$ cat src/scd_pkg.sv
// shared constants and types for the sdram command link
// Notes on behaviour
// - commands sampled only on rising clock edge
// - cs/ras/cas/we decode to nine commands
// - bank from ba, row/column from address
// - otf burst chop via a12 when enabled
// - started bursts always run to completion
// - mrs loads one of four mode registers
// - device reset is asynchronous active low
// - controller keeps device reset high normally
// - odt never affects command decode
// - nop starts nothing, running work continues
// - deselect ignores inputs, running work continues
// - deselect and nop behave identically
// - no refresh performed while in power-down
// - self refresh exit needs no command decode
// - cke transitions enter/exit power-down, self refresh
// - power-down kind depends on device activity
// - idle means closed, quiet, cke high, timed
// - controller holds cke minimum edges after change
// - cke low-low keeps state, ignores commands
// - controller issues only legal state/command pairs
// - zq with a10 high is long calibration
// - controller rejects activate to a bank already open
package scd_pkg;
    localparam int BA_W = 3;
    localparam int ADDR_W = 16;
    localparam int NBANK = 8;
    localparam int MR_NUM = 4;
    localparam int A10 = 10;
    localparam int A12 = 12;
    localparam int CNT_W = 6;
    localparam logic [2:0] RCW_MRS = 3'h0;
    localparam logic [2:0] RCW_REF = 3'h1;
    localparam logic [2:0] RCW_PRE = 3'h2;
    localparam logic [2:0] RCW_ACT = 3'h3;
    localparam logic [2:0] RCW_WR = 3'h4;
    localparam logic [2:0] RCW_RD = 3'h5;
    localparam logic [2:0] RCW_ZQ = 3'h6;
    localparam logic [2:0] RCW_NOP = 3'h7;
    localparam int MR0_BL_LSB = 0;
    localparam logic [1:0] BL_FIX8 = 2'h0;
    localparam logic [1:0] BL_OTF = 2'h1;
    localparam logic [1:0] BL_FIX4 = 2'h2;
    localparam logic [15:0] MR_RST = 16'h0000;
    localparam int BL8_CYC = 4;
    localparam int BC4_CYC = 2;
    localparam int CLK_NS = 100;
    localparam int PRE_NS = 200;
    localparam int REF_NS = 1600;
    localparam int XP_NS = 300;
    localparam int XS_NS = 800;
    localparam int CKE_NS = 300;
    localparam int PRE_CYC = (PRE_NS + CLK_NS - 1) / CLK_NS;
    localparam int REF_CYC = (REF_NS + CLK_NS - 1) / CLK_NS;
    localparam int XP_CYC = (XP_NS + CLK_NS - 1) / CLK_NS;
    localparam int XS_CYC = (XS_NS + CLK_NS - 1) / CLK_NS;
    localparam int CKE_CYC = (CKE_NS + CLK_NS - 1) / CLK_NS;

    typedef enum logic [3:0] {
        CMD_MRS = 4'h0,
        CMD_REF = 4'h1,
        CMD_PRE = 4'h2,
        CMD_ACT = 4'h3,
        CMD_WR = 4'h4,
        CMD_RD = 4'h5,
        CMD_ZQ = 4'h6,
        CMD_NOP = 4'h7,
        CMD_DES = 4'h8
    } scd_cmd_t;

    typedef enum logic [2:0] {
        PS_NORM = 3'h0,
        PS_PDA = 3'h1,
        PS_PDP = 3'h3,
        PS_PD = 3'h2,
        PS_SR = 3'h6
    } scd_pst_t;
endpackage

$ cat src/scd_link_if.sv
// command, address, cke and reset pins between controller and sdram
`timescale 1ns/1ns
interface scd_link_if
    import scd_pkg::*;
();
    logic reset_n;
    logic cke;
    logic cs_n;
    logic ras_n;
    logic cas_n;
    logic we_n;
    logic odt;
    logic [BA_W-1:0] ba;
    logic [ADDR_W-1:0] addr;

    modport dev (
        input reset_n,
        input cke,
        input cs_n,
        input ras_n,
        input cas_n,
        input we_n,
        input odt,
        input ba,
        input addr
    );

    modport ctl (
        output reset_n,
        output cke,
        output cs_n,
        output ras_n,
        output cas_n,
        output we_n,
        output odt,
        output ba,
        output addr
    );
endinterface

$ cat src/scd_dev.sv
// sdram end: command decode, bank/burst tracking and cke power states
`timescale 1ns/1ns
module scd_dev
    import scd_pkg::*;
(
    input wire logic clk,
    input wire logic rstn,
    scd_link_if.dev link,
    output logic cmd_vld,
    output scd_cmd_t cmd,
    output logic [BA_W-1:0] cmd_ba,
    output logic [ADDR_W-1:0] cmd_addr,
    output logic cmd_ap,
    output logic cmd_chop,
    output logic zq_long,
    output logic [MR_NUM-1:0][ADDR_W-1:0] mode_regs,
    output scd_pst_t pstate,
    output logic [NBANK-1:0] bank_open,
    output logic burst_busy,
    output logic dev_idle
);
    typedef struct packed {
        logic cke_q;
        scd_pst_t pst;
        logic [NBANK-1:0] open;
        logic [CNT_W-1:0] bcnt;
        logic [CNT_W-1:0] pcnt;
        logic [CNT_W-1:0] rcnt;
        logic [CNT_W-1:0] xcnt;
        logic [MR_NUM-1:0][ADDR_W-1:0] mr;
        logic cmd_vld;
        scd_cmd_t cmd;
        logic [BA_W-1:0] ba;
        logic [ADDR_W-1:0] addr;
        logic ap;
        logic chop;
        logic zq_long;
        logic busy;
        logic idle;
    } scd_dev_st_t;

    scd_dev_st_t st_r;
    scd_dev_st_t st_nxt;
    logic arst_n;
    logic sel;
    logic nopdes;
    logic idle_now;
    logic [2:0] rcw;
    logic [1:0] bl_mode;
    logic chop;
    logic [CNT_W-1:0] blen;

    // link reset acts without the clock, as does the local reset
    assign arst_n = rstn & link.reset_n;

    // odt is deliberately not looked at anywhere in the decode
    assign sel = ~link.cs_n;
    assign rcw = {link.ras_n, link.cas_n, link.we_n};
    assign nopdes = ~sel | (rcw == RCW_NOP);
    assign bl_mode = st_r.mr[0][MR0_BL_LSB +: 2];
    assign chop = (bl_mode == BL_OTF) ? ~link.addr[A12] : (bl_mode == BL_FIX4);
    assign blen = chop ? CNT_W'(BC4_CYC) : CNT_W'(BL8_CYC);
    assign idle_now = (st_r.open == '0) && (st_r.bcnt == '0) && (st_r.pcnt == '0)
        && (st_r.rcnt == '0) && (st_r.xcnt == '0) && st_r.cke_q;

    always_comb
    begin
        st_nxt = st_r;
        st_nxt.cmd_vld = 1'b0;
        st_nxt.cke_q = link.cke;
        if (st_r.bcnt != '0)
        begin
            st_nxt.bcnt = st_r.bcnt - CNT_W'(1);
        end
        if (st_r.pcnt != '0)
        begin
            st_nxt.pcnt = st_r.pcnt - CNT_W'(1);
        end
        if (st_r.rcnt != '0)
        begin
            st_nxt.rcnt = st_r.rcnt - CNT_W'(1);
        end
        if (st_r.xcnt != '0)
        begin
            st_nxt.xcnt = st_r.xcnt - CNT_W'(1);
        end
        case (st_r.pst)
            PS_NORM:
            begin
                if (st_r.cke_q && link.cke && sel && (rcw != RCW_NOP))
                begin
                    st_nxt.cmd_vld = 1'b1;
                    st_nxt.ba = link.ba;
                    st_nxt.addr = link.addr;
                    st_nxt.ap = 1'b0;
                    st_nxt.chop = 1'b0;
                    case (rcw)
                        RCW_MRS:
                        begin
                            st_nxt.cmd = CMD_MRS;
                            st_nxt.mr[link.ba[1:0]] = link.addr;
                        end
                        RCW_REF:
                        begin
                            st_nxt.cmd = CMD_REF;
                            st_nxt.rcnt = CNT_W'(REF_CYC);
                        end
                        RCW_PRE:
                        begin
                            st_nxt.cmd = CMD_PRE;
                            st_nxt.ap = link.addr[A10];
                            if (link.addr[A10])
                            begin
                                st_nxt.open = '0;
                            end
                            else
                            begin
                                st_nxt.open[link.ba] = 1'b0;
                            end
                            st_nxt.pcnt = CNT_W'(PRE_CYC);
                        end
                        RCW_ACT:
                        begin
                            st_nxt.cmd = CMD_ACT;
                            st_nxt.open[link.ba] = 1'b1;
                        end
                        RCW_WR, RCW_RD:
                        begin
                            st_nxt.cmd = (rcw == RCW_WR) ? CMD_WR : CMD_RD;
                            st_nxt.chop = chop;
                            st_nxt.ap = link.addr[A10];
                            // a new burst queues behind the running one, never cutting it
                            st_nxt.bcnt = st_nxt.bcnt + blen;
                            if (link.addr[A10])
                            begin
                                st_nxt.open[link.ba] = 1'b0;
                                st_nxt.pcnt = st_nxt.bcnt + CNT_W'(PRE_CYC);
                            end
                        end
                        default:
                        begin
                            st_nxt.cmd = CMD_ZQ;
                            st_nxt.zq_long = link.addr[A10];
                        end
                    endcase
                end
                else if (st_r.cke_q && !link.cke)
                begin
                    if (nopdes)
                    begin
                        if (st_r.open != '0)
                        begin
                            st_nxt.pst = PS_PDA;
                        end
                        else if ((st_r.bcnt != '0) || (st_r.pcnt != '0))
                        begin
                            st_nxt.pst = PS_PD;
                        end
                        else
                        begin
                            st_nxt.pst = PS_PDP;
                        end
                    end
                    else if ((rcw == RCW_REF) && idle_now)
                    begin
                        st_nxt.pst = PS_SR;
                    end
                end
            end
            PS_PDA, PS_PDP, PS_PD:
            begin
                // nothing refreshes here; cke low keeps the state regardless of inputs
                if (link.cke && nopdes)
                begin
                    st_nxt.pst = PS_NORM;
                    st_nxt.xcnt = CNT_W'(XP_CYC);
                end
            end
            PS_SR:
            begin
                // leaves on cke alone, the command inputs are not decoded
                if (link.cke)
                begin
                    st_nxt.pst = PS_NORM;
                    st_nxt.xcnt = CNT_W'(XS_CYC);
                end
            end
            default:
            begin
                st_nxt.pst = PS_NORM;
            end
        endcase
        st_nxt.busy = (st_nxt.bcnt != '0);
        st_nxt.idle = (st_nxt.open == '0) && (st_nxt.bcnt == '0) && (st_nxt.pcnt == '0)
            && (st_nxt.rcnt == '0) && (st_nxt.xcnt == '0) && st_nxt.cke_q
            && (st_nxt.pst == PS_NORM);
    end

    always_ff @(posedge clk or negedge arst_n)
    begin
        if (!arst_n)
        begin
            st_r <= '0;
        end
        else
        begin
            st_r <= st_nxt;
        end
    end

    assign cmd_vld = st_r.cmd_vld;
    assign cmd = st_r.cmd;
    assign cmd_ba = st_r.ba;
    assign cmd_addr = st_r.addr;
    assign cmd_ap = st_r.ap;
    assign cmd_chop = st_r.chop;
    assign zq_long = st_r.zq_long;
    assign mode_regs = st_r.mr;
    assign pstate = st_r.pst;
    assign bank_open = st_r.open;
    assign burst_busy = st_r.busy;
    assign dev_idle = st_r.idle;
endmodule // scd_dev

$ cat src/flat_wrapper.sv
// flat-port wrapper written by rule: the top's interface ports become plain ports
module scd_dev_flat import scd_pkg::*;
  (clk, rstn, cmd_vld, cmd, cmd_ba, cmd_addr, cmd_ap, cmd_chop, zq_long, mode_regs, pstate, bank_open, burst_busy, dev_idle, link_reset_n, link_cke, link_cs_n, link_ras_n, link_cas_n, link_we_n, link_odt, link_ba, link_addr);
  scd_link_if link_i ();
  input wire logic clk;
  input wire logic rstn;
  output logic cmd_vld;
  output scd_cmd_t cmd;
  output logic [BA_W-1:0] cmd_ba;
  output logic [ADDR_W-1:0] cmd_addr;
  output logic cmd_ap;
  output logic cmd_chop;
  output logic zq_long;
  output logic [MR_NUM-1:0][ADDR_W-1:0] mode_regs;
  output scd_pst_t pstate;
  output logic [NBANK-1:0] bank_open;
  output logic burst_busy;
  output logic dev_idle;
  input wire logic [$bits(link_i.reset_n)-1:0] link_reset_n;
  input wire logic [$bits(link_i.cke)-1:0] link_cke;
  input wire logic [$bits(link_i.cs_n)-1:0] link_cs_n;
  input wire logic [$bits(link_i.ras_n)-1:0] link_ras_n;
  input wire logic [$bits(link_i.cas_n)-1:0] link_cas_n;
  input wire logic [$bits(link_i.we_n)-1:0] link_we_n;
  input wire logic [$bits(link_i.odt)-1:0] link_odt;
  input wire logic [$bits(link_i.ba)-1:0] link_ba;
  input wire logic [$bits(link_i.addr)-1:0] link_addr;
  assign link_i.reset_n = link_reset_n;
  assign link_i.cke = link_cke;
  assign link_i.cs_n = link_cs_n;
  assign link_i.ras_n = link_ras_n;
  assign link_i.cas_n = link_cas_n;
  assign link_i.we_n = link_we_n;
  assign link_i.odt = link_odt;
  assign link_i.ba = link_ba;
  assign link_i.addr = link_addr;
  scd_dev u_core (.clk(clk), .rstn(rstn), .link(link_i), .cmd_vld(cmd_vld), .cmd(cmd), .cmd_ba(cmd_ba), .cmd_addr(cmd_addr), .cmd_ap(cmd_ap), .cmd_chop(cmd_chop), .zq_long(zq_long), .mode_regs(mode_regs), .pstate(pstate), .bank_open(bank_open), .burst_busy(burst_busy), .dev_idle(dev_idle));
endmodule
$ cat config.mk
export PLATFORM = sky130hd
export DESIGN_NAME = scd_dev_flat
export DESIGN_NICKNAME = d
export VERILOG_FILES = /design/src/scd_pkg.sv /design/src/scd_link_if.sv /design/src/scd_dev.sv /design/src/flat_wrapper.sv
export SDC_FILE = /design/constraint.sdc
export NUM_CORES = 1
export LEC_CHECK = 0
export BUFFER_PORTS_ARGS = -buffer_cell sky130_fd_sc_hd__buf_2
export CAP_MARGIN = 0
export CORE_MARGIN = 2
export CORE_UTILIZATION = 40
export CTS_CLUSTER_SIZE = 28
export DETAILED_ROUTE_END_ITERATION = 10
export PLACE_DENSITY_LB_ADDON = 0.15
export SLEW_MARGIN = 0
export SYNTH_ARGS = -nofsm -noshare
export SYNTH_HDL_FRONTEND = slang
export SYNTH_SLANG_ARGS = --single-unit
$ cat constraint.sdc
create_clock -name clk -period 5.35 [get_ports clk]
set_clock_uncertainty 0.15 [all_clocks]
set_input_delay 0.535 -clock clk [delete_from_list [all_inputs] [get_ports clk]]
set_output_delay 0.535 -clock clk [all_outputs]
set_load 0.01 [all_outputs]
==> out/metrics.cfg, run 1 <==
[worst_setup_path]
critPathCaptureType=flip-flop
worstPathRequired_ps=5540
critPathArrivalTime_ps=4220
cp-start-kind=flip-flop
crit_fanout=8
max_stage_delay_ps=530
path_buf_inv=1
cp_cell_sequence=inv_1 -> ha_1 -> nor3b_2 -> and3_2 -> nor2_1 -> ha_1 -> ha_1 -> or2_2 -> nand3_1 -> xnor2_1 -> or4_1 -> or3_4 -> a2111oi_4 -> o2111a_1
path_common_cell=ha_1
critPathSlowestCell=or4_1
critPathTopFamily=simple AND/OR/NAND/NOR gates
critical_path_class=flip-flop to flip-flop

[placement]
port_buffers=129
placed_area_um2=6910
hpwl_um=10700
gp_congestion=0.821

[sta]
setup_viol=0
worst_slew_pin_slew_ps=1120
finalSetupTns_ps=0
hold_viol_final=0
timing.fmax_ghz=0.248
max-slew-margin-rel_pct=25.0
rsz0062_at_grt=no
final-max-slew-violation-count=0
min_period_ps=4030
holdWs_ps=209
period_share_pct=75.4

[power_and_ir_drop]
internal_power_mw=2.26
sequentialPowerShare_pct=37.0
p_leak_nw=3.82
p_clk_share_pct=31.0
p_per_area_nw_per_um2=472
p_switching_mw=1.26
finalPower_mw=3.52
p_sw_share_pct=35.8
ir_drop_uv=214
pwr-share-comb_pct=32.0

[drt]
ant_nets=0
drt_iter0_markers=189
dr.max_layer_used=met4
met1Wirelength_um=6780
met3_length_um=1010
via_count=4552
routedWlPerCell_um=16.8
vias_per_cell=5.06
dr_wl_met2_um=7160
first_pass_iters=4
drt_wl_total_um=15100
route.detailed.drc=0

[run_status]
outcome=finished, final reports clean

[die]
die_height_um=134
core-area_um2=16600
rows=47
io_pins=132
start_util_pct=40.9
fp.dieArea_um2=18000
die_w_um=134

[yosys]
ys.flop_type=dfrtp_1
synth.most_common_cell=dfrtp_1
synth_cells=632
synth_area_leader_cell=dfrtp_1
yosysTopAreaCellShare_pct=47.2
yosysWarnings=0
post_synth_num_cell_types=72
syn-cell-area_um2=6780
synth-edff-count=0
synth-seq-cells=128
synth_area_leaders=dfrtp_1 (47%), mux2_2 (12%), buf_4 (11%), nand2_1 (3.9%), ha_1 (2.0%)
seq_area_frac_synth_pct=47.2
syn_nets=671
ys_top_cells_by_count=dfrtp_1 (128), buf_4 (98), nand2_1 (71)
avgSynthCellArea_um2=10.7
ys_async_sr_fraction_pct=100

[clock_tree]
cts-root-buf=clkbuf_16
ctsResizeCount=0
h-tree-depth=4
cts_hold_buf=0
clock_sinks=128
cts_setup_buffers=0
cts_buffers=17
clk_latency_ps=410
cts_tree=done
clk_pin_slew_ps=70
cts_max_path_buffers=2

[cells_and_area]
area.growth.synth_to_final_pct=10.1
drive_gt1_share_pct=38.0
design_area_um2=7470
antenna_cells=0
final_nets=705

[global_route]
grt_pass1_vias=4721
grt_pass1_wl_um=25100
antenna_found_initial=1
grt_util_all_layers_pct=17.8
grt_overflow=0
grt_max_degree=86

[min_path]
holdCritPathClass=input port to flip-flop

[run]
drv_cap=0

## worst paths after layout
path	from	endpoint	slack (ps)	depth (start not counted)
hold reg to reg	u_core.cmd_addr[13]	u_core.cmd_addr[13]	320	2
min in group asynchronous	link_reset_n	u_core.mode_regs[39]	290	2
setup reg to reg	u_core.st_r[111]	u_core.dev_idle	1320	14
max in group asynchronous	rstn	u_core.st_r[103]	3520	3
setup / recovery	u_core.st_r[111]	u_core.dev_idle	1320	14
hold / removal	link_addr[8]	u_core.cmd_addr[8]	210	3
## area by class of cell
cell class	count	area [µm²]
tap	220	275
clock inverter	15	136
timing repair buffer	131	661
multi-input combinational	371	2700
inverter	17	63.8
clock buffer	17	425
fill	1602	9120
sequential	128	3200
## kinds of logic after synthesis
logic type	share of synthesized area (%)
fa+ha+maj	2.03
xor+xnor	2.58
flops	47.2
other cells	0.0553
mux	12.4
compound gates	8.45
simple gates	14.3
buf+inv	13.0
## power by group through the flow
stage	combinational (mW)	clock (mW)	sequential (mW)
2_1_floorplan	0.960	0	1.28
3_3_place_gp	1.11	0	1.31
3_5_place_dp	1.12	0	1.32
4_1_cts	1.14	1.12	1.30
5_1_grt	1.28	1.17	1.33
6_report	1.13	1.09	1.30
## state kept, by name (all words and copies together), names as in the netlist
name and count:
u_core.mode_regs 64, u_core.st_r 25, u_core.cmd_addr 16, u_core.bank_open 8
u_core.cmd 3, u_core.cmd_ba 3, u_core.pstate 3, u_core.burst_busy 1
u_core.cmd_ap 1, u_core.cmd_chop 1, u_core.cmd_vld 1, u_core.dev_idle 1
u_core.zq_long 1
## worst register-to-register path: cells and delay by family, from the launching register on
family / cells / cell delay [ps]
simple gates: 7 / 2110
xor+xnor: 1 / 90
fa+ha+maj: 3 / 660
compound gates: 2 / 450
flops: 1 / 390
buf+inv: 1 / 100
## layer usage
layer	global-route usage (%)	up-vias
met1	22.7	2261
met4	5.73	0
met3	6.42	8
li1	-	2176
met5	0	-
met2	28.1	107
## per-stage QoR
step / worst slack, ps / util [%] / instances
floorplan: 594 / - / 632
global placement: 1430 / 41.6 / 867
detailed placement: 1400 / 41.6 / 867
CTS: 1360 / 45.0 / 899
global route: 1120 / 45.0 / 899
finish: 1320 / 45.0 / 899
## placed cells by master (no fill, tap or decap), types with 4 or more instances in the layout
master,netlist,layout
a21boi_0,6,6
nor2_1,33,33
mux2i_1,4,4
a21oi_1,13,13
nor3_1,13,13
clkbuf_16,0,17
a22o_1,4,4
xnor2_1,15,15
nor2b_1,4,4
o21ai_0,17,17
buf_2,4,129
or4_1,6,6
nand2_1,71,71
dfrtp_1,128,128
ha_1,11,11
mux2_2,70,70
inv_1,17,17
xor2_1,5,5
inv_6,0,7
nand3_1,8,8
a21o_1,4,4
nand3b_1,5,5
or3_1,4,4
o21a_1,4,4
Power figures use the tool's default switching activity.
==> run 2: changes to the inputs <==
==> constraint.sdc (replaced) <==
create_clock -name clk -period 3.3 [get_ports clk]
set_clock_uncertainty 0.15 [all_clocks]
set_input_delay 0.33 -clock clk [delete_from_list [all_inputs] [get_ports clk]]
set_output_delay 0.33 -clock clk [all_outputs]
set_load 0.01 [all_outputs]
==> out/metrics.cfg, run 2 (synthesis gave the netlist of run 1 again) <==
[run_status]
outcome=finished with violations  ; was finished, final reports clean
violations=setup timing

[cells_and_area]
layout_common_cells=buf_2 (129), dfrtp_1 (128), nand2_1 (71)  ; unchanged
layout_commonest_cell=buf_2  ; unchanged
area.growth.synth_to_final_pct=15.6  ; was 10.1%
antenna_cells=0  ; unchanged
largest_reg_flops=64  ; unchanged
final_nets=738  ; was 705
drive_gt1_share_pct=41.2  ; was 38.0%

[drt]
drt_wl_total_um=15600  ; was 15100 µm
dr.max_layer_used=met4  ; unchanged
dr_wl_met2_um=7280  ; was 7160 µm
first_pass_iters=4  ; unchanged
routedWlPerCell_um=16.8  ; about the same
vias_per_cell=5.02  ; was 5.06
drt_iter0_markers=203  ; was 189
ant_nets=0  ; unchanged
route.detailed.drc=0  ; unchanged
met1Wirelength_um=7170  ; was 6780 µm
via_count=4681  ; was 4552
met3_length_um=939  ; was 1010 µm

[global_route]
grt_pass1_wl_um=25600  ; was 25100 µm
antenna_found_initial=0  ; was 1
grt_max_degree=59  ; was 86
grt_pass1_vias=4880  ; was 4721
grt_util_all_layers_pct=18.2  ; was 17.8%
grt_overflow=0  ; unchanged

[placement]
hpwl_um=11300  ; was 10700 µm
port_buffers=129  ; unchanged
gp_congestion=0.799  ; was 0.821
post-place-ws_ps=-167  ; was 1400 ps

[clock_tree]
clock_sinks=128  ; unchanged
clk_latency_ps=420  ; was 410 ps
cts_max_path_buffers=2  ; unchanged
cts-root-buf=clkbuf_16  ; unchanged
cts_buffers=17  ; unchanged
cts_tree=done  ; unchanged
clk_pin_slew_ps=60  ; was 70 ps
h-tree-depth=4  ; unchanged

[worst_setup_path]
critPathArrivalTime_ps=3550  ; was 4220 ps
cp-start-kind=flip-flop  ; unchanged
cp_cell_sequence=inv_2 -> ha_4 -> nor3b_4 -> and3_4 -> nor2_1 -> ha_2 -> ha_4 -> or2_4 -> nand3_2 -> xnor2_2 -> or4_4 -> or3_4 -> a2111oi_4 -> o2111a_1  ; was inv_1 -> ha_1 -> nor3b_2 -> and3_2 -> nor2_1 -> ha_1 -> ha_1 -> or2_2 -> nand3_1 -> xnor2_1 -> or4_1 -> or3_4 -> a2111oi_4 -> o2111a_1
path_common_cell=ha_4  ; was ha_1
crit_fanout=4  ; was 8
critPathLaunch=u_core.st_r[112]  ; was u_core.st_r[111]
critPathTopFamily=simple AND/OR/NAND/NOR gates  ; unchanged
critPathCaptureType=flip-flop  ; unchanged
path_buf_inv=1  ; unchanged
critical_path_class=flip-flop to flip-flop  ; unchanged
critPathSlowestCell=or4_4  ; was or4_1
r2r_start=u_core.st_r[112]  ; was u_core.st_r[111]
worstPathRequired_ps=3510  ; was 5540 ps
max_stage_delay_ps=520  ; was 530 ps

[die]
io_pins=132  ; unchanged
rows=47  ; unchanged
core-area_um2=16600  ; unchanged
start_util_pct=40.9  ; unchanged
fp.dieArea_um2=18000  ; unchanged
die_w_um=134  ; unchanged
die_height_um=134  ; unchanged

[sta]
rsz0062_at_grt=yes  ; was no
setup_slack_ps=-46.7  ; was 1320 ps
hold_viol_final=0  ; unchanged
final-max-slew-violation-count=0  ; unchanged
timing.fmax_ghz=0.299  ; was 0.248 GHz
worst_slew_pin_slew_ps=657  ; was 1120 ps
holdWs_ps=15.6  ; was 209 ps
setup_viol=1  ; was 0
max-slew-margin-rel_pct=55.6  ; was 25.0%
period_share_pct=101  ; was 75.4%
min_period_ps=3350  ; was 4030 ps

[power_and_ir_drop]
ir_drop_uv=362  ; was 214 µV
p_leak_nw=4.00  ; was 3.82 nW
p_per_area_nw_per_um2=765  ; was 472 nW/µm²

[run]
drv_cap=0  ; unchanged

[min_path]
hold_start=link_addr[11]  ; was link_addr[8]
holdCritPathClass=input port to flip-flop  ; unchanged

==> run 2: cell count changes in the layout (fill, tap and decap cells not counted), sizes merged <==
cell,change
buf,+26
dlygate4sd3,+7
clkinvlp,-1
bufinv,+1
inv,-2
clkbuf,+1
clkinv,+1
==> run 2: power breakdown <==
group | internal [mW] | leakage (nW) | switching (mW) | total [mW]
combinational | 0.938 | 2.03 | 1.11 | 2.05
clock | 1.08 | 0.285 | 0.756 | 1.83
sequential | 1.88 | 1.69 | 0.231 | 2.11
==> run 2: area by class of cell <==
class	count	area, µm²
Clock buffer	18	439
Clock inverter	14	141
Fill cell	1570	8750
Inverter	17	63.8
Multi-Input combinational cell	371	2760
Sequential cell	128	3200
Tap cell	220	275
Timing Repair Buffer	164	951
==> run 2: final timing paths <==
path / cells after the start / to / slack, ps
hold / removal: 3 / u_core.cmd_addr[11] / 20
setup reg to reg: 14 / u_core.dev_idle / -50
max in group asynchronous: 4 / u_core.pstate[2] / 2220
min in group asynchronous: 4 / u_core.mode_regs[27] / 430
hold reg to reg: 2 / u_core.cmd_addr[15] / 320
setup / recovery: 14 / u_core.dev_idle / -50
==> run 2: metrics by stage <==
stage | instances | utilization, % | power [mW] | TNS, ps | cell area [µm²]
2_1_floorplan | 632 | - | 3.68 | -125 | 6820
3_3_place_gp | 891 | 43.0 | 4.09 | -62.2 | 7130
3_5_place_dp | 891 | 43.0 | 4.14 | -167 | 7130
4_1_cts | 932 | 47.2 | 6.04 | -66.9 | 7820
5_1_grt | 932 | 47.3 | 6.41 | -200 | 7840
6_report | 932 | 47.3 | 5.99 | -46.7 | 7840
==> run 2: repair_timing <==
action,4_1_cts,5_1_grt
setup buffers,1,0
setup endpoints to repair,1,1
resized for setup,2,3
hold buffers,8,0
hold endpoints to repair,48,0
pin swaps,3,1
==> run 2: layer usage <==
layer,vias to the layer above,global-route usage [%]
li1,2241,-
met1,2320,23.7
met2,105,28.5
met3,15,6.16
met4,0,6.14
met5,-,0
==> run 2: worst min-delay path: cells and delay by family <==
kind                   cells  cell delay (ps)
buffers and inverters      1              110
AND/OR/NAND/NOR            2              110
==> run 3: changes to the inputs <==
--- a/config.mk
+++ b/config.mk
@@ -11,7 +11,6 @@
 export CORE_UTILIZATION = 40
 export CTS_CLUSTER_SIZE = 28
 export DETAILED_ROUTE_END_ITERATION = 10
-export PLACE_DENSITY_LB_ADDON = 0.15
 export SLEW_MARGIN = 0
 export SYNTH_ARGS = -nofsm -noshare
 export SYNTH_HDL_FRONTEND = slang
==> out/metrics.cfg, run 3 (synthesis gave the netlist of run 1 again) <==
[global_route]
grt.busiest_layer=met2  ; unchanged
grt_overflow=0  ; unchanged
grt_pass1_wl_um=26100  ; was 25600 µm
grt_use_met1_pct=22.9  ; was 23.7%
met2_usage_pct=31.4  ; was 28.5%
grt_pass1_vias=5017  ; was 4880
antenna_found_initial=0  ; unchanged
grt_util_all_layers_pct=18.5  ; was 18.2%
grt_max_degree=55  ; was 59
grtUsageMet3_pct=5.59  ; was 6.16%

[placement]
post-place-ws_ps=-177  ; was -167 ps
gp_congestion=0.846  ; was 0.799
port_buffers=129  ; unchanged
hpwl_um=11100  ; was 11300 µm
placed_area_um2=7120  ; was 7130 µm²

[worst_setup_path]
cp_cell_sequence=inv_2 -> ha_4 -> nor3b_4 -> and3_4 -> nor2_2 -> ha_2 -> ha_4 -> or2_4 -> nand3_4 -> xnor2_2 -> or4_4 -> or3_4 -> a2111oi_4 -> o2111a_1  ; was inv_2 -> ha_4 -> nor3b_4 -> and3_4 -> nor2_1 -> ha_2 -> ha_4 -> or2_4 -> nand3_2 -> xnor2_2 -> or4_4 -> or3_4 -> a2111oi_4 -> o2111a_1
critPathArrivalTime_ps=3550  ; about the same
cp-start-kind=flip-flop  ; unchanged
timing.rr.end=u_core.dev_idle  ; unchanged
critPathCaptureType=flip-flop  ; unchanged
crit_fanout=4  ; unchanged
path_common_cell=ha_4  ; unchanged
critPathSlowestCell=or4_4  ; unchanged
rr_worst_depth=14  ; unchanged
r2r_start=u_core.st_r[112]  ; unchanged
critical_path_class=flip-flop to flip-flop  ; unchanged
rrSetupSlack_ps=-60  ; was -50 ps
max_stage_delay_ps=520  ; about the same
worstPathRequired_ps=3490  ; was 3510 ps

[power_and_ir_drop]
p_per_area_nw_per_um2=784  ; was 765 nW/µm²
finalPower_mw=6.22  ; was 5.99 mW
ir_drop_uv=511  ; was 362 µV
p_leak_nw=4.03  ; was 4.00 nW

[sta]
final-max-slew-violation-count=0  ; unchanged
max-slew-margin-rel_pct=51.7  ; was 55.6%
worst_slew_pin_slew_ps=714  ; was 657 ps
min_period_ps=3360  ; was 3350 ps
rsz0062_at_grt=yes  ; unchanged
setup_viol=1  ; unchanged
timing.fmax_ghz=0.298  ; was 0.299 GHz
period_share_pct=102  ; was 101%
hold_viol_final=0  ; unchanged
setup_slack_ps=-59.4  ; was -46.7 ps

[drt]
route.detailed.drc=0  ; unchanged
first_pass_iters=5  ; was 4
vias_per_cell=5.10  ; was 5.02
drt_wl_total_um=15900  ; was 15600 µm
ant_nets=0  ; unchanged
via_count=4766  ; was 4681
routedWlPerCell_um=17.0  ; was 16.8 µm
drt_iter0_markers=180  ; was 203

[cells_and_area]
nFillCells=1587  ; was 1570
largest_reg_flops=64  ; unchanged
drive_gt1_share_pct=41.6  ; was 41.2%
design_area_um2=7930  ; was 7840 µm²
layout_commonest_cell=buf_2  ; unchanged
area.growth.synth_to_final_pct=17.0  ; was 15.6%
final_nets=740  ; was 738
ff_latch_area_um2=3200  ; unchanged
antenna_cells=0  ; unchanged
multi_input_area_um2=2810  ; was 2760 µm²
layout_common_cells=buf_2 (129), dfrtp_1 (128), nand2_1 (71)  ; unchanged

[clock_tree]
clock_sinks=128  ; unchanged
clk_pin_slew_ps=60  ; about the same
h-tree-depth=4  ; unchanged
cts-root-buf=clkbuf_16  ; unchanged
cts_buffers=17  ; unchanged
cts_tree=done  ; unchanged
clk_latency_ps=410  ; was 420 ps
cts_max_path_buffers=2  ; unchanged

[min_path]
holdCritPathClass=input port to flip-flop  ; unchanged
holdPathEnd=u_core.cmd_addr[13]  ; was u_core.cmd_addr[11]
hold_start=link_addr[13]  ; was link_addr[11]
holdPathStages=3  ; unchanged

[die]
io_pins=132  ; unchanged
rows=47  ; unchanged
die_w_um=134  ; unchanged
core-area_um2=16600  ; unchanged
start_util_pct=40.9  ; unchanged
die_height_um=134  ; unchanged
fp.dieArea_um2=18000  ; unchanged

[run]
drv_cap=0  ; unchanged

[run_status]
outcome=finished with violations  ; unchanged
violations=setup timing  ; unchanged

## run 3: cell types whose count changed in the layout (fill, tap and decap cells not counted), moves of 2 or more
cell	change
clkinv_4	+2
ha_4	+2
ha_1	-2
clkbuf_1	+2
dlygate4sd3_1	+2
inv_6	-5
## run 3: layout make-up
| type | count | area share, % |
|---|---|---|
| flip-flops and latches | 128 | 40.4 |
| multi-input cells | 371 | 35.4 |
| repair buffers | 166 | 12.5 |
| clock buffers | 21 | 5.80 |
| well taps | 220 | 3.47 |
| inverters | 17 | 0.804 |
| clock inverters | 11 | 1.66 |
## run 3: power by group
group          switching, mW  internal [mW]  leakage (nW)  total, mW
Sequential             0.240           1.88          1.69       2.12
Clock                  0.702           1.16         0.292       1.86
Combinational           1.19           1.05          2.06       2.24
## run 3: critical path: cells and delay by family (launching register included)
family                     cells  cell delay [ps]
and+or+nand+nor                7             1700
adders and majority gates      3              500
AOI/OAI and AO/OA              2              400
DFF                            1              390
buffers and inverters          1               80
xor gates and xnor gates       1               70
## run 3: metrics by stage
| step | cells | hold WS, ps | setup TNS, ps | utilization [%] |
|---|---|---|---|---|
| after floorplan | 632 | 211 | -125 | - |
| after detailed placement | 887 | 307 | -177 | 42.9 |
| after global routing | 934 | 19.4 | -176 | 47.8 |
| final | 934 | 28.2 | -59.4 | 47.8 |
| after global placement | 887 | 306 | -76.1 | 42.9 |
| after CTS | 933 | 1.52 | -74.7 | 47.5 |
## run 3: layer usage
layer	up-vias	wire, µm
met2	131	8130
li1	2237	-
met4	0	197
met1	2384	6650
met3	14	893
met5	-	0
## run 3: worst max-delay path by stage
stage / depth (start not counted) / startpoint / slack [ps] / endpoint
after floorplan: 14 / u_core.st_r[112] / -130 / u_core.dev_idle
after global placement: 14 / u_core.st_r[112] / -80 / u_core.dev_idle
after detailed placement: 14 / u_core.st_r[112] / -180 / u_core.dev_idle
after CTS: 14 / u_core.st_r[112] / -70 / u_core.dev_idle
after global routing: 14 / u_core.st_r[112] / -180 / u_core.dev_idle
final: 14 / u_core.st_r[112] / -60 / u_core.dev_idle
## run 3: what timing repair did
| item | 4_1_cts | 5_1_grt |
|---|---|---|
| setup buffers | 4 | 1 |
| pin swaps | 7 | 2 |
| hold endpoints to repair | 61 | 0 |
| hold buffers | 10 | 0 |
| endpoints found under the setup margin | 1 | 1 |
| gates resized for setup | 7 | 7 |
